**src/design/flash_key_margin_consts.svh**
```systemverilog
/*
  constants for the key verify and margin command sequencer.
  assumes inclusion by bare name from the design files only.
*/
`ifndef FLASH_KEY_MARGIN_CONSTS_SVH
`define FLASH_KEY_MARGIN_CONSTS_SVH

// command codes, taken from buffer word at index 0
`define CMD_KEY_VERIFY      8'h0C
`define CMD_USER_MARGIN     8'h0D
`define CMD_FIELD_MARGIN    8'h0E

// parameter index values
`define IDX_HEADER          3'h0
`define IDX_SETTING         3'h1
`define IDX_KEY_LAST        3'h4
`define KEY_FIRST_IDX       3'h1

// backdoor enable field value that allows key access
`define BACKDOOR_ENABLED    2'h2

// stored comparison key base, global address
`define KEY_BASE_ADDR       18'h3FF00

// block select values of global address [17:16]
`define BLOCK_PFLASH        2'h0
`define BLOCK_EEPROM        2'h1

// margin settings
`define MARGIN_NORMAL       3'h0
`define MARGIN_USER_ERASED  3'h1
`define MARGIN_USER_PROG    3'h2
`define MARGIN_FIELD_ERASED 3'h3
`define MARGIN_FIELD_PROG   3'h4
`define MARGIN_USER_MAX     16'h0002
`define MARGIN_FIELD_MAX    16'h0004

// latency of the key read and compare step
`define KEY_READ_CYCLES     3'h4

`endif

```
**src/design/flash_key_margin_pkg.sv**
```systemverilog
/*
  types for the key verify and margin command sequencer.
  assumes no surroundings; used by the sequencer and margin select design files.
*/
package flash_key_margin_pkg;

  typedef enum logic [3:0] {
    SEQ_IDLE   = 4'b0001,
    SEQ_DECODE = 4'b0010,
    SEQ_KEYCMP = 4'b0100,
    SEQ_DONE   = 4'b1000
  } seq_state_t;

  typedef logic [2:0] margin_level_t;

endpackage

```
**src/design/key_compare.sv**
```systemverilog
/*
  compares four supplied keys against four stored keys, one word
  per cycle over a simple read port into the configuration field.
  assumes the read port answers combinationally in the same cycle.
*/
`timescale 1ns/1ps
`include "flash_key_margin_consts.svh"

module key_compare #(
  parameter int KEY_W = 16
) (
  input  wire logic             ref_clk,
  input  wire logic             rst_n,
  input  wire logic             start,
  input  wire logic [KEY_W-1:0] suppliedKey [4],
  output logic      [17:0]      keyReadAddr,
  input  wire logic [KEY_W-1:0] keyReadData,
  output logic                  cmpDone,
  output logic                  cmpMatch
);

  logic [2:0] wordCnt_q;
  logic       busy_q;
  logic       allEq_q;
  logic       wordEq;

  // key n read one word past key n-1, key 0 at the base
  assign keyReadAddr = `KEY_BASE_ADDR + {16'h0, wordCnt_q[1:0]};
  assign wordEq      = (keyReadData == suppliedKey[wordCnt_q[1:0]]);

  // walk the four words, keep a running match
  always_ff @(posedge ref_clk) begin
    if (!rst_n) begin
      wordCnt_q <= 3'h0;
      busy_q    <= 1'b0;
      allEq_q   <= 1'b1;
      cmpDone   <= 1'b0;
      cmpMatch  <= 1'b0;
    end else begin
      cmpDone <= 1'b0;
      if (start && !busy_q) begin
        busy_q    <= 1'b1;
        wordCnt_q <= 3'h0;
        allEq_q   <= 1'b1;
      end else if (busy_q) begin
        allEq_q   <= allEq_q & wordEq;
        wordCnt_q <= wordCnt_q + 3'h1;
        if (wordCnt_q == `KEY_READ_CYCLES - 3'h1) begin
          busy_q   <= 1'b0;
          cmpDone  <= 1'b1;
          cmpMatch <= allEq_q & wordEq;
        end
      end
    end
  end

endmodule

```
**src/design/margin_select.sv**
```systemverilog
/*
  holds user and field margin levels for both arrays and derives the
  level each array's reads use.
  assumes writes come only from the command sequencer.
*/
`timescale 1ns/1ps
`include "flash_key_margin_consts.svh"

module margin_select
  import flash_key_margin_pkg::*;
(
  input  wire logic          ref_clk,
  input  wire logic          rst_n,
  input  wire logic          wrEn,
  input  wire logic          wrEeprom,
  input  wire margin_level_t wrLevel,
  output margin_level_t      pflashReadMargin,
  output margin_level_t      eepromReadMargin
);

  margin_level_t pflashLvl_q;
  margin_level_t eepromLvl_q;

  // a p-flash target sets both arrays, eeprom target only eeprom
  always_ff @(posedge ref_clk) begin
    if (!rst_n) begin
      pflashLvl_q <= `MARGIN_NORMAL;
      eepromLvl_q <= `MARGIN_NORMAL;
    end else if (wrEn) begin
      eepromLvl_q <= wrLevel;
      if (!wrEeprom) begin
        pflashLvl_q <= wrLevel;
      end
    end
  end

  assign pflashReadMargin = pflashLvl_q;
  assign eepromReadMargin = eepromLvl_q;

endmodule

```
**src/design/flash_key_margin_commands.sv**
```systemverilog
/*
  command sequencer for backdoor key verify, user margin and field
  margin commands of the flash controller.
  assumes software loads the parameter buffer through bufWrEn while
  cmdCompleteFlag is high and launches by a one-cycle clear strobe;
  other commands are handled elsewhere and ignored here.
*/
`timescale 1ns/1ps
`include "flash_key_margin_consts.svh"

module flash_key_margin_commands
  import flash_key_margin_pkg::*;
#(
  parameter int DATA_W = 16
) (
  input  wire logic              ref_clk,
  input  wire logic              rst_n,
  input  wire logic              bufWrEn,
  input  wire logic [2:0]        bufWrIdx,
  input  wire logic [DATA_W-1:0] bufWrData,
  input  wire logic [2:0]        paramIndex,
  input  wire logic              cmdLaunch,
  input  wire logic              accessErrClear,
  input  wire logic [1:0]        backdoorEnableField,
  input  wire logic              specialMode,
  input  wire logic              userMarginAllowed,
  input  wire logic              securedAtReset,
  output logic      [17:0]       keyReadAddr,
  input  wire logic [DATA_W-1:0] keyReadData,
  output logic                   cmdCompleteFlag,
  output logic                   accessErrorFlag,
  output logic                   protectionViolationFlag,
  output logic                   verifyFailHi,
  output logic                   verifyFailLo,
  output logic                   secured,
  output margin_level_t          pflashReadMargin,
  output margin_level_t          eepromReadMargin
);

  // parameter buffer, one word per index
  logic [DATA_W-1:0] paramBuf_q [8];
  logic [DATA_W-1:0] keyWords   [4];

  seq_state_t state_q;
  seq_state_t state_d;
  logic       cmd_complete_flag_q;
  logic       access_error_flag_q;
  logic       secured_q;
  logic       keyLock_q;
  logic       strapTaken_q;
  logic [2:0] idx_q;

  // decode of the header word and the setting word
  wire [7:0]  cmdCode   = paramBuf_q[`IDX_HEADER][15:8];
  wire [1:0]  blockSel  = paramBuf_q[`IDX_HEADER][1:0];
  wire [15:0] setting   = paramBuf_q[`IDX_SETTING];
  wire        isKey     = (cmdCode == `CMD_KEY_VERIFY);
  wire        isUser    = (cmdCode == `CMD_USER_MARGIN);
  wire        isField   = (cmdCode == `CMD_FIELD_MARGIN);
  wire        blockOk   = (blockSel == `BLOCK_PFLASH) || (blockSel == `BLOCK_EEPROM);

  function automatic logic settingOk(input logic [15:0] s, input logic [15:0] maxVal);
    settingOk = (s <= maxVal);
  endfunction

  // key verify faults before compare
  wire keyErr    = (idx_q != `IDX_KEY_LAST)
                 | (backdoorEnableField != `BACKDOOR_ENABLED)
                 | keyLock_q;
  // margin faults
  wire userErr   = (idx_q != `IDX_SETTING) | !userMarginAllowed | !blockOk
                 | !settingOk(setting, `MARGIN_USER_MAX);
  wire fieldErr  = (idx_q != `IDX_SETTING) | !specialMode | !blockOk
                 | !settingOk(setting, `MARGIN_FIELD_MAX);
  wire marginWr  = (state_q == SEQ_DECODE) & ((isUser & !userErr) | (isField & !fieldErr));
  wire launchNow = cmdLaunch & cmd_complete_flag_q;
  wire cmpStart  = (state_q == SEQ_DECODE) & isKey & !keyErr;
  wire cmpDone;
  wire cmpMatch;
  wire decodeErr = (state_q == SEQ_DECODE)
                 & ((isKey & keyErr) | (isUser & userErr) | (isField & fieldErr));
  wire keyFail   = cmpDone & !cmpMatch;

  genvar k;
  generate
    for (k = 0; k < 4; k++) begin : g_keys
      assign keyWords[k] = paramBuf_q[`KEY_FIRST_IDX + 3'(k)];
    end
  endgenerate

  // buffer writes accepted only while idle
  always_ff @(posedge ref_clk) begin
    if (bufWrEn && cmd_complete_flag_q) begin
      paramBuf_q[bufWrIdx] <= bufWrData;
    end
  end

  // next state
  always_comb begin
    state_d = state_q;
    unique case (state_q)
      SEQ_IDLE:   if (launchNow) state_d = SEQ_DECODE;
      SEQ_DECODE: state_d = cmpStart ? SEQ_KEYCMP : SEQ_DONE;
      SEQ_KEYCMP: if (cmpDone) state_d = SEQ_DONE;
      SEQ_DONE:   state_d = SEQ_IDLE;
      default:    state_d = SEQ_IDLE;
    endcase
  end

  // state, index capture and complete flag
  always_ff @(posedge ref_clk) begin
    if (!rst_n) begin
      state_q <= SEQ_IDLE;
      cmd_complete_flag_q  <= 1'b1;
      idx_q   <= 3'h0;
    end else begin
      state_q <= state_d;
      if (launchNow) begin
        cmd_complete_flag_q <= 1'b0;
        idx_q  <= paramIndex;
      end else if (state_q == SEQ_DONE) begin
        cmd_complete_flag_q <= 1'b1;
      end
    end
  end

  // access error: set wins over software clear
  always_ff @(posedge ref_clk) begin
    if (!rst_n) begin
      access_error_flag_q <= 1'b0;
    end else if (decodeErr || keyFail) begin
      access_error_flag_q <= 1'b1;
    end else if (accessErrClear) begin
      access_error_flag_q <= 1'b0;
    end
  end

  // security state and mismatch lockout; strap caught after release
  always_ff @(posedge ref_clk) begin
    if (!rst_n) begin
      secured_q    <= 1'b1;
      keyLock_q    <= 1'b0;
      strapTaken_q <= 1'b0;
    end else begin
      if (!strapTaken_q) begin
        strapTaken_q <= 1'b1;
        secured_q    <= securedAtReset;
      end else if (cmpDone && cmpMatch) begin
        secured_q <= 1'b0;
      end
      if (keyFail) begin
        keyLock_q <= 1'b1;
      end
    end
  end

  key_compare #(
    .KEY_W (DATA_W)
  ) u_key_compare (
    .ref_clk     (ref_clk),
    .rst_n       (rst_n),
    .start       (cmpStart),
    .suppliedKey (keyWords),
    .keyReadAddr (keyReadAddr),
    .keyReadData (keyReadData),
    .cmpDone     (cmpDone),
    .cmpMatch    (cmpMatch)
  );

  margin_select u_margin_select (
    .ref_clk          (ref_clk),
    .rst_n            (rst_n),
    .wrEn             (marginWr),
    .wrEeprom         (blockSel == `BLOCK_EEPROM),
    .wrLevel          (setting[2:0]),
    .pflashReadMargin (pflashReadMargin),
    .eepromReadMargin (eepromReadMargin)
  );

  // outputs; these commands never report through other status bits
  assign cmdCompleteFlag         = cmd_complete_flag_q;
  assign accessErrorFlag         = access_error_flag_q;
  assign secured                 = secured_q;
  assign protectionViolationFlag = 1'b0;
  assign verifyFailHi            = 1'b0;
  assign verifyFailLo            = 1'b0;

endmodule

```
**config.mk**
```make
export PLATFORM = sky130hd
export DESIGN_NAME = flash_key_margin_commands
export DESIGN_NICKNAME = d
export VERILOG_FILES = /design/src/design/flash_key_margin_pkg.sv /design/src/design/key_compare.sv /design/src/design/margin_select.sv /design/src/design/flash_key_margin_commands.sv
export VERILOG_INCLUDE_DIRS = /design/src /design/src/design
export SDC_FILE = /design/constraint.sdc
export NUM_CORES = 1
export LEC_CHECK = 0
export BUFFER_PORTS_ARGS = -buffer_cell sky130_fd_sc_hd__buf_2
export CAP_MARGIN = 20
export CORE_ASPECT_RATIO = 0.6
export CORE_MARGIN = 3
export CORE_UTILIZATION = 55
export CTS_CLUSTER_DIAMETER = 100
export CTS_CLUSTER_SIZE = 12
export DETAILED_ROUTE_END_ITERATION = 6
export PLACE_DENSITY = 0.88
export SETUP_SLACK_MARGIN = 0.4
export SLEW_MARGIN = 0
export SYNTH_ARGS = -nofsm -noshare
export SYNTH_HDL_FRONTEND = slang
export SYNTH_SLANG_ARGS = --single-unit
```
**constraint.sdc**
```tcl
create_clock -name ref_clk -period 2.5 [get_ports ref_clk]
set_input_delay 0.25 -clock ref_clk [delete_from_list [all_inputs] [get_ports ref_clk]]
set_output_delay 0.25 -clock ref_clk [all_outputs]
set_load 0.05 [all_outputs]
```
* Yosys cells after proc, flatten, opt, wreduce, memory -nomap -nowiden
Memories as Yosys holds them, arrays and structs flattened.
Index checks and enable logic that the tools add are counted.
W data, S select, Z words.
** Word-level totals
- Bits in registers :: 25
- Output and inout port bits :: 30
- Memory bits (writable) :: 128
- Bits in latches :: 0
- Memories :: 1
- Memory bits (read-only) :: 0
- Logic and storage cells :: 107
** Cells by class
- Magnitude comparators :: 3
- Muxes and demuxes :: 20
- Bitwise logic cells :: 28
- $add $sub $neg :: 2
- $mul :: 0
- Shift operators :: 0
- Reductions and logical operators :: 23
- Divide/modulo/power cells :: 0
- Eq/ne operators :: 16
** Memory list
- paramBuf_q :: words 8, width 16, rd ports 5, clocked after Yosys merged registers in 0, write ports 1, line flash_key_margin_commands.sv:41 : logic [DATA_W-1:0] paramBuf_q [8];
** Operator list (number)
- $bmux W16 S2 :: 1
- $mux W16 :: 2
- $eq A8 B4 Y1 const B :: 3
- $eq A16 B16 Y1 :: 1
- $le A16 B2 Y1 const B :: 1
- $le A16 B3 Y1 const B :: 1
- $mux W1 :: 13
- $and A1 B1 Y1 :: 12
- $mux W4 :: 3
- $pmux W4 S3 :: 1
- $or A1 B1 Y1 :: 11
- $add A9 B3 Y10 const A :: 1
- $logic_not A1 Y1 :: 10
- $eq A4 B1 Y1 const B :: 1
- $eq A4 B2 Y1 const B :: 1
- $eq A4 B3 Y1 const B :: 1
- $eq A4 B4 Y1 const B :: 1
- $ne A2 B1 Y1 const B :: 2
- $ne A2 B2 Y1 const B :: 2
- $not A1 Y1 :: 4
- $reduce_and A2 Y1 :: 2
- $reduce_bool A2 Y1 :: 2
- $add A3 B1 Y3 const B :: 1
- $eq A3 B2 Y1 const B :: 1
- other kinds (11) :: 14

* Depth between registers and ports, before layout
Gate-level depths: netlist of run 1.
An unclocked memory read counts as a cell.
- Depth in word-level cells :: 12
- Mapped depth :: 8

* Modules after synthesis
Synthesis of run 1 repeated with hierarchy kept, for this count alone.
** Unflattened totals
- Cell total of the unflattened synthesis :: 282
- Area, all modules :: 4249.1 um^2
** By module, submodules not included
- flash_key_margin_commands :: times used 1, area an instance 2987.9 um^2, cells an instance 169
- key_compare :: times used 1, area an instance 1024.7 um^2, cells an instance 90
- margin_select :: times used 1, area an instance 236.5 um^2, cells an instance 23

* Least setup slack after synthesis of run 1
Ideal clock, no wire load.
- Kind :: flip-flop to flip-flop
- From :: reg cmd_complete_flag_q, in the netlist cmdCompleteFlag
- To :: mem paramBuf_q[4][0], enable pin
- Path slack :: 0.003 ns
- Required time :: 2.091 ns
- Stages on the path, launching flop included :: 3
- Library setup time :: 0.409 ns
- Data arrival time :: 2.088 ns
- Path through :: dfxtp_1 nand2b_1 nor3_1
** On the way
- Longest elaborated chain between the ends :: 3
** RTL lines
- start: declaration :: line flash_key_margin_commands.sv:46 : logic cmd_complete_flag_q;
- start signal: assignment :: line flash_key_margin_commands.sv:114 : cmd_complete_flag_q <= 1'b1;
- start signal: assignment :: line flash_key_margin_commands.sv:119 : cmd_complete_flag_q <= 1'b0;
- start signal: assignment :: line flash_key_margin_commands.sv:122 : cmd_complete_flag_q <= 1'b1;
- $logic_and A1 B1 Y1 :: line flash_key_margin_commands.sv:93 : if (bufWrEn && cmd_complete_flag_q) begin
- $mux W1 :: line flash_key_margin_commands.sv:93
- $mux W1 (implied by the code) :: line flash_key_margin_commands.sv:94 : paramBuf_q[bufWrIdx] <= bufWrData;
- end: declaration :: line flash_key_margin_commands.sv:41
Every way passes these cells.

* Final worst setup path of run 1
- From :: reg u_key_compare.wordCnt_q[0]
- To :: reg u_key_compare.cmpMatch
** On the way
- Longest elaborated chain between the ends :: 6
** RTL lines
- start: declaration :: line key_compare.sv:22 : logic [2:0] wordCnt_q;
- start signal: assignment :: line key_compare.sv:47 : wordCnt_q <= wordCnt_q + 3'h1;
- $not A2 Y3 (implied by the code) :: line key_compare.sv:29 : assign wordEq = (keyReadData == suppliedKey[wordCnt_q[1:0]]);
- $bmux W16 S2 :: line key_compare.sv:29
- $mux W16 (implied by the code) (2 in a row) :: line key_compare.sv:29
- $eq A16 B16 Y1 :: line key_compare.sv:29
- $and A1 B1 Y1 :: line key_compare.sv:51 : cmpMatch <= allEq_q & wordEq;
- end signal: assignment :: line key_compare.sv:51
- end: declaration :: line key_compare.sv:19 : output logic cmpMatch
Several ways; a longest one is shown, not always the timed one. The select of a mux whose other input is x is not followed.
A chain may end at the register's enable or synchronous reset.

==> run metrics, run 1 <==
P_leak=1.80 nW; DRC=0; Routed WL=8.86 mm; clk root buf=clkbuf_16; via count of the first global-routing pass=2,430; clk sinks=99; clock period minus worst slack=2.16 ns; largest net degree at the start of global routing=22; RSZ-0062 raised after global routing=yes; Initial Util=59.6%; Worst setup EP type=flip-flop; Yosys top cell by area=edfxtp_1; Yosys reg bits=99; Post-synth EDFFs=74; Reg clk slew, reported paths=0.06 ns; ant diodes=0; fin. max-slew vios=0; max-cap violation count=0; Routed Antenna Nets=0; total grt overflow=0; IO Count=78; Hold Path Class=in2reg; CTS buffer count=9; Seq/Total Area, Yosys=65.3%; Final period util=86.4%; final total power=3.39 mW; Sequential Area=2730 um^2; Worst setup SP type=flip-flop; endpoints failing hold=0; Placeable Area=6990 um^2; top post-synthesis cells by area=edfxtp_1 53%, dfxtp_1 12%, mux4_2 5.9%; Post-CTS Hold Fix Bufs=0; Top FF cell, synth=edfxtp_1; Via density=5.53; DP Wirelength=6.05 mm; Syn Area/Cell=15.3 um^2; Post-synth ARST share=0%; die height=73.4 um; latest clock arrival within the worst-skew pair=0.34 ns; status=finished clean; Cells after Synth=272; first-pass iteration count of the detailed router=4; fin util=70.8%; gpl congestion=0.803; DR WL/cell=19.6 um; worst slack, placed=0.120 ns; peak supply drop=0.440 mV; most frequent cells in the layout=74 x edfxtp_1, 58 x buf_2, 20 x dfxtp_1, 19 x nand2_1, 19 x conb_1; row count=23; H-tree Lvls=3; DIE WIDTH=118 um; Total Routing Usage GR=21.1%; synth warn=0; CP Max Fanout=7; Die Area=8690 um^2; hold path cells=1; Clock Skew=0.00834 ns; Port Buffer Count=58; Yosys cell types=44; global-route wire length before repair=13.2 mm; max frequency=463 MHz; cells on worst reg2reg path=7; share of the synthesized area in the top cell type=53.3%; nets@finish=397; CTS tree=yes; Bufs on Longest Clock Path=2; Area growth syn-to-layout=18.8%; post-route setup slack=0.340 ns; Fin Setup TNS=0 ns; initial antenna violation count=0; Final setup viols=0; Cell Area, Synth=4170 um^2; DRT iter0 DRCs=350; share of cells above drive strength 1=34.4%; Vias=2,501; PD cells=684 nW/um^2; Req. time, crit path=2.77 ns; Multi-input gate area=1350 um^2; commonest non-fill, non-tap cell in the layout=edfxtp_1; Worst EP arrival=2.43 ns; Layout fillers=466; Crit Path Category=reg2reg
-- flip-flops by register name (all words and copies together) (netlist names) --
name,cells
paramBuf_q,74
state_q,4
idx_q,3
u_key_compare.wordCnt_q,3
u_margin_select.eepromReadMargin,3
u_margin_select.pflashReadMargin,3
accessErrorFlag,1
cmdCompleteFlag,1
keyLock_q,1
secured,1
strapTaken_q,1
u_key_compare.allEq_q,1
u_key_compare.busy_q,1
u_key_compare.cmpDone,1
u_key_compare.cmpMatch,1
-- kinds of logic (layout without fill, tap and decap cells) --
family | after synthesis | in the layout | synth area share, %
flops | 99 | 99 | 65.3
simple gates | 76 | 76 | 10.5
buf+inv | 30 | 93 | 5.26
mux | 24 | 24 | 11.0
compound gates | 21 | 21 | 3.33
xor+xnor | 18 | 18 | 3.78
fa+ha+maj | 2 | 2 | 0.601
other cells | 2 | 19 | 0.180
-- report_power, final --
group,total (mW),internal [mW],leakage (nW),switching [mW]
logic,0.220,0.0686,0.791,0.151
clock network,1.35,0.777,0.139,0.575
registers,1.82,1.79,0.876,0.0211
-- worst max-delay path, stage by stage (launching register included) --
cell	delay [ns]
dfxtp_4	0.39
buf_8	0.15
mux4_2	0.52
xnor2_2	0.18
nand4_1	0.16
nor4_4	0.34
nand4_1	0.17
a21boi_1	0.17
-- per-layer routing --
metal	global-route usage [%]	wire length [um]	vias to the layer above
li1	-	-	1141
met1	27.2	3510	1215
met2	35.0	4170	134
met3	7.85	1060	11
met4	4.42	121	0
met5	0	0	-
-- area by class of cell --
type	count	share of cell area [%]
Inverter	2	0.152
Timing Repair Buffer	75	8.85
Multi-Input combinational cell	160	27.2
Clock buffer	10	4.63
Tap cell	100	2.53
Clock inverter	6	1.37
Sequential cell	99	55.2
-- what timing repair did --
item / CTS / global route
cloned: 0 / 0
setup endpoints to repair: 8 / 9
pin swaps: 7 / 4
resized for setup: 16 / 10
setup buffers: 4 / 4
-- worst paths after layout --
kind	slack (ns)	to	startpoint
worst max register to register	0.34	u_key_compare.cmpMatch	u_key_compare.wordCnt_q[0]
worst max-delay path	0.34	u_key_compare.cmpMatch	u_key_compare.wordCnt_q[0]
worst min register to register	0.49	idx_q[1]	idx_q[1]
worst min-delay path	0.13	paramBuf_q[2][2]	bufWrData[2]
-- stage by stage --
step / hold WS, ns / area (um^2) / instances
4_1_cts: 0.121 / 4900 / 448
3_3_place_gp: 0.464 / 4510 / 428
6_report: 0.133 / 4950 / 452
2_1_floorplan: 0.278 / 4240 / 289
5_1_grt: 0.125 / 4950 / 452
3_5_place_dp: 0.465 / 4510 / 428
-- cell usage after synthesis, types with 6 or more instances --
| master | number |
|---|---|
| nand3_1 | 6 |
| dfxtp_1 | 25 |
| edfxtp_1 | 74 |
| buf_4 | 22 |
| mux4_2 | 11 |
| nand4_1 | 6 |
| mux2i_1 | 8 |
| nor2b_1 | 9 |
| nor2_1 | 7 |
| xnor2_1 | 18 |
| nand2_1 | 19 |
Power figures use the tool's default switching activity.
==> run 2: changes to the inputs <==
GPL_TIMING_DRIVEN = 0   (was unset)
==> run 2 against run 1 <==
Wire length up 6.5%. Via count up 6.5%. Critical path depth up 2. Final area up 6.0%. First-iteration DRC count down 53%. Die area unchanged. Clock power up 4%. Clock-buffer cell count up 3. Worst setup slack worse by 0.11 ns. Largest cell class unchanged.
==> run metrics, run 2 (same netlist as run 1, synthesis figures left out) <==
Port Buffer Count=58 (unchanged); fin util=75.1% (was 70.8%); initial antenna violation count=0 (unchanged); post-route setup slack=0.233 ns (was 0.340 ns); Routed Antenna Nets=0 (unchanged); share of cells above drive strength 1=37.8% (was 34.4%); HP Start=rst_n (was bufWrData[2]); relative slew slack=35.3%; Fin Setup TNS=0 ns (unchanged); Final Instance Area=5250 um^2 (was 4950 um^2); Bufs on Longest Clock Path=2 (unchanged); cells on worst reg2reg path=9 (was 7); DRT iter0 DRCs=166 (was 350); Via density=5.50 (was 5.53); gpl congestion=0.846 (was 0.803); status=finished clean (unchanged); Layout fillers=442 (was 466); PD cells=661 nW/um^2 (was 684 nW/um^2); CTS buffer count=9 (unchanged); DP Wirelength=6.52 mm (was 6.05 mm); nets@finish=430 (was 397); clk sinks=99 (unchanged); Final setup viols=0 (unchanged); ant diodes=0 (unchanged); Multi-input gate area=1360 um^2 (was 1350 um^2); Inst Count DP=451 (was 428); max-cap violation count=0 (unchanged); P_leak=1.99 nW (was 1.80 nW); Vias=2,664 (was 2,501); worst slack, placed=-0.0751 ns (was 0.120 ns); DRC=0 (unchanged); Total Routing Usage GR=22.9% (was 21.1%); clk root buf=clkbuf_16 (unchanged); max reg flops=74 (unchanged); largest net degree at the start of global routing=17 (was 22); Sequential Area=2720 um^2 (was 2730 um^2); Post-CTS Hold Fix Bufs=0 (unchanged); most frequent cells in the layout=74 x edfxtp_1, 59 x buf_2, 38 x buf_4, 24 x dfxtp_1, 19 x conb_1 (was 74 x edfxtp_1, 58 x buf_2, 20 x dfxtp_1, 19 x nand2_1, 19 x conb_1); commonest non-fill, non-tap cell in the layout=edfxtp_1 (unchanged); clock period minus worst slack=2.27 ns (was 2.16 ns); Area growth syn-to-layout=26.0% (was 18.8%); max frequency=441 MHz (was 463 MHz); Worst setup SP type=flip-flop (unchanged); hold path cells=1 (unchanged); RSZ-0062 raised after global routing=yes (unchanged); Hold Path End=strapTaken_q (was paramBuf_q[2][2]); placed cell areas=4700 um^2 (was 4510 um^2); row count=23 (unchanged); latest clock arrival within the worst-skew pair=0.34 ns (about the same); Reg clk slew, reported paths=0.06 ns (about the same); die height=73.4 um (unchanged); global-route wire length before repair=14.5 mm (was 13.2 mm); DR WL/cell=19.5 um (was 19.6 um); final total power=3.47 mW (was 3.39 mW); Min Hold Slack=0.0397 ns (was 0.133 ns); Req. time, crit path=2.77 ns (about the same); via count of the first global-routing pass=2,654 (was 2,430); Die Area=8690 um^2 (unchanged); Worst EP arrival=2.53 ns (was 2.43 ns); capture point of the worst reg-to-reg path=u_key_compare.cmpMatch (unchanged); Top reg by flops=paramBuf_q (unchanged); H-tree Lvls=3 (unchanged); Worst setup EP type=flip-flop (unchanged); Reg-to-Reg Start=u_key_compare.wordCnt_q[0] (unchanged); Hold Path Class=in2reg (unchanged); CP Max Fanout=8 (was 7); IO Count=78 (unchanged); endpoints failing hold=0 (unchanged); Placeable Area=6990 um^2 (unchanged); fin. max-slew vios=0 (unchanged); DIE WIDTH=118 um (unchanged); Clock Skew=0.00724 ns (was 0.00834 ns); CTS tree=yes (unchanged); worst-margin pin slew=0.969 ns; Final period util=90.7% (was 86.4%); peak supply drop=0.586 mV (was 0.440 mV); Crit Path Category=reg2reg (unchanged); total grt overflow=0 (unchanged); Routed WL=9.44 mm (was 8.86 mm); non-filler cells, final=484 (was 452); Top Registers=paramBuf_q (74), state_q (4) (unchanged); first-pass iteration count of the detailed router=4 (unchanged); Initial Util=59.6% (unchanged); R2R Setup Slk=0.23 ns (was 0.34 ns)
run 2: worst max-delay path by stage:
| stage | startpoint | to | slack (ns) | depth (start not counted) |
|---|---|---|---|---|
| after global placement | u_key_compare.wordCnt_q[1] | u_key_compare.cmpMatch | 0.004 | 8 |
| final | u_key_compare.wordCnt_q[0] | u_key_compare.cmpMatch | 0.23 | 9 |
| after global routing | u_key_compare.wordCnt_q[0] | u_key_compare.cmpMatch | 0.13 | 9 |
| after detailed placement | u_key_compare.wordCnt_q[1] | u_key_compare.cmpMatch | -0.08 | 8 |
| after floorplan | cmdCompleteFlag | paramBuf_q[0][0] | 0.44 | 2 |
| after CTS | u_key_compare.wordCnt_q[0] | u_key_compare.cmpMatch | 0.25 | 9 |
run 2: layout make-up:
cell class | count | share of cell area (%)
clock inverters | 2 | 0.644
well taps | 100 | 2.38
multi-input cells | 160 | 25.9
repair buffers | 80 | 9.54
flip-flops and latches | 99 | 51.9
plain buffers | 28 | 4.36
inverters | 2 | 0.143
clock buffers | 13 | 5.17
run 2: per-layer routing:
| metal | vias up | track usage [%] | routed length [um] |
|---|---|---|---|
| met3 | 19 | 7.31 | 741 |
| met5 | - | 0 | 0 |
| met4 | 0 | 7.66 | 190 |
| met2 | 121 | 37.5 | 4480 |
| met1 | 1312 | 29.6 | 4030 |
| li1 | 1212 | - | - |
run 2: report_power, final:
| group | switching, mW | total (mW) | internal [mW] | leakage, nW |
|---|---|---|---|---|
| clock | 0.546 | 1.40 | 0.855 | 0.148 |
| sequential | 0.0213 | 1.82 | 1.80 | 0.874 |
| combinational | 0.159 | 0.249 | 0.0899 | 0.966 |
run 2: critical path: stages (launching register included):
cell and delay, ns:
dfxtp_2 0.35, buf_8 0.15, buf_12 0.11, buf_16 0.11, mux4_2 0.52, xnor2_2 0.14
nand4_1 0.18, nor4_4 0.34, nand4_1 0.15, a21boi_1 0.15
run 2: repair_timing:
item	4_1_cts	5_1_grt
pin swaps	7	3
setup buffers	11	6
resized for setup	12	6
gates cloned	1	0
setup endpoints to repair	8	8
==> run 3: changes to the inputs <==
SETUP_SLACK_MARGIN = unset   (was 0.4)
==> run 3 against run 2 <==
Register-to-register slack worse by 0.09 ns. Sequential power hardly changed. Global-route usage is 1.0 points lower. First-iteration DRC count is 50% higher. Worst setup slack worse by 0.085 ns. Core utilization is 3.3 points lower. Clock skew is 0.00067 ns higher. Critical endpoint unchanged.
==> run metrics, run 3 (same netlist as run 1, synthesis figures left out) <==
status=finished clean (unchanged); first-pass iteration count of the detailed router=7 (was 4); layer carrying the most global-route usage=met2 (unchanged); Placeable Area=6990 um^2 (unchanged); Gate power share=6.7% (was 7.2%); CTS tree=yes (unchanged); total grt overflow=0 (unchanged); DRC=0 (unchanged); clk root buf=clkbuf_16 (unchanged); DR WL/cell=19.0 um (was 19.5 um); worst-margin pin slew=0.975 ns (was 0.969 ns); die height=73.4 um (unchanged); nets@finish=411 (was 430); CTS buffer count=9 (unchanged); max-cap violation count=0 (unchanged); largest net degree at the start of global routing=18 (was 17); initial antenna violation count=0 (unchanged); global-route wire length before repair=13.6 mm (was 14.5 mm); IO Count=78 (unchanged); met3 Track Usage GR=8.15% (was 7.31%); Worst setup SP type=flip-flop (unchanged); Global Route met2 Usage=35.4% (was 37.5%); CP Max Fanout=10 (was 8); latest clock arrival within the worst-skew pair=0.36 ns (was 0.34 ns); peak supply drop=0.707 mV (was 0.586 mV); Routed Antenna Nets=0 (unchanged); Crit Path Category=reg2reg (unchanged); clock period minus worst slack=2.35 ns (was 2.27 ns); Final Instance Area=5020 um^2 (was 5250 um^2); Worst EP arrival=2.64 ns (was 2.53 ns); DRT iter0 DRCs=249 (was 166); Vias=2,563 (was 2,664); Top Registers=paramBuf_q (74), state_q (4) (unchanged); Port Buffer Count=58 (unchanged); row count=23 (unchanged); clock share of power=42.2% (was 40.4%); clk sinks=99 (unchanged); Top reg by flops=paramBuf_q (unchanged); Die Area=8690 um^2 (unchanged); GR Layer Usage met1=28.1% (was 29.6%); internal power=2.76 mW (was 2.74 mW); Reg clk slew, reported paths=0.07 ns (was 0.06 ns); share of cells above drive strength 1=32.8% (was 37.8%); max reg flops=74 (unchanged); P_leak=1.84 nW (was 1.99 nW); Total Routing Usage GR=21.9% (was 22.9%); Sequential Power Share=51.2% (was 52.4%); Routed WL=8.86 mm (was 9.44 mm); endpoints failing hold=0 (unchanged); RSZ-0062 raised after global routing=no (was yes); Req. time, crit path=2.79 ns (was 2.77 ns); Net Switching=0.786 mW (was 0.726 mW); Final period util=94.1% (was 90.7%); PD cells=708 nW/um^2 (was 661 nW/um^2); max frequency=425 MHz (was 441 MHz); worst slack, placed=-0.309 ns (was -0.0751 ns); Setup Buffers After CTS=0 (was 11); Via density=5.50 (about the same); Sw Share=22.1% (was 20.9%); Hold Path Class=in2reg (unchanged); Bufs on Longest Clock Path=2 (unchanged); ant diodes=0 (unchanged); DIE WIDTH=118 um (unchanged); commonest non-fill, non-tap cell in the layout=edfxtp_1 (unchanged); Final setup viols=0 (unchanged); Clock Skew=0.00791 ns (was 0.00724 ns); post-route setup slack=0.148 ns (was 0.233 ns); most frequent cells in the layout=74 x edfxtp_1, 60 x buf_2, 25 x dfxtp_1, 22 x buf_4 (was 74 x edfxtp_1, 59 x buf_2, 38 x buf_4, 24 x dfxtp_1, 19 x conb_1); Worst setup EP type=flip-flop (unchanged); relative slew slack=34.9% (was 35.3%); via count of the first global-routing pass=2,572 (was 2,654); H-tree Lvls=3 (unchanged); Area growth syn-to-layout=20.4% (was 26.0%); Post-CTS Hold Fix Bufs=0 (unchanged); fin util=71.7% (was 75.1%); Initial Util=59.6% (unchanged); gpl congestion=0.811 (was 0.846); DP Wirelength=6.45 mm (was 6.52 mm); placed cell areas=4690 um^2 (was 4700 um^2); fin. max-slew vios=0 (unchanged)
## run 3: cell count changes in the layout (fill, tap and decap cells not counted), sizes merged
cell,delta
buf,-18
inv,+2
bufinv,+1
clkinvlp,+3
clkbuf,-5
clkinv,-1
## run 3: worst max-delay path: stages (launching register included)
cell and delay [ns]:
dfxtp_1 0.36, clkbuf_2 0.24, buf_2 0.33, mux4_2 0.36, xnor2_1 0.21, nand4_1 0.18
nor4_2 0.30, nand4_1 0.15, a21boi_1 0.15
## run 3: metal layers
layer / vias to the layer above / routed length (um)
li1: 1177 / -
met1: 1252 / 3670
met2: 117 / 4150
met4: 0 / 139
met5: - / 0
met3: 17 / 897
## run 3: repair_timing
action | in CTS | in global routing
setup endpoints to repair | 2 | 1
pin swaps | 0 | 0
cloned | 0 | 0
hold endpoints to repair | 0 | 0
gates resized for setup | 2 | 1
## run 3: path summary, 6_finish.rpt
kind	from	endpoint	slack, ns	cells after the start
max	u_key_compare.wordCnt_q[1]	u_key_compare.cmpMatch	0.15	8
min	rst_n	strapTaken_q	0.02	1
max reg2reg	u_key_compare.wordCnt_q[1]	u_key_compare.cmpMatch	0.15	8
min reg2reg	u_key_compare.cmpMatch	u_key_compare.cmpMatch	0.49	2
## run 3: area by class of cell
cell class / instances / area [um^2]
Timing Repair Buffer: 61 / 318
Sequential cell: 99 / 2720
Multi-Input combinational cell: 160 / 1300
Buffer: 28 / 214
Inverter: 2 / 7.51
Tap cell: 100 / 125
Clock buffer: 9 / 225
Fill cell: 483 / 1980
Clock inverter: 7 / 100
## run 3: stage by stage
step	TNS [ns]	power, mW	hold WS [ns]	instances
after global routing	0	3.65	0.0165	466
after detailed placement	-0.456	2.08	0.384	450
after global placement	-13.98	2.07	0.376	447
final	0	3.55	0.0229	466
after CTS	0	3.56	0.0159	466
after floorplan	0	2.00	0.278	289
## run 3: power groups by stage
stage | sequential, mW | combinational, mW | clock [mW]
after CTS | 1.82 | 0.235 | 1.51
after global routing | 1.82 | 0.254 | 1.57
final | 1.82 | 0.236 | 1.50
after floorplan | 1.85 | 0.146 | 0
after detailed placement | 1.85 | 0.232 | 0
after global placement | 1.85 | 0.222 | 0
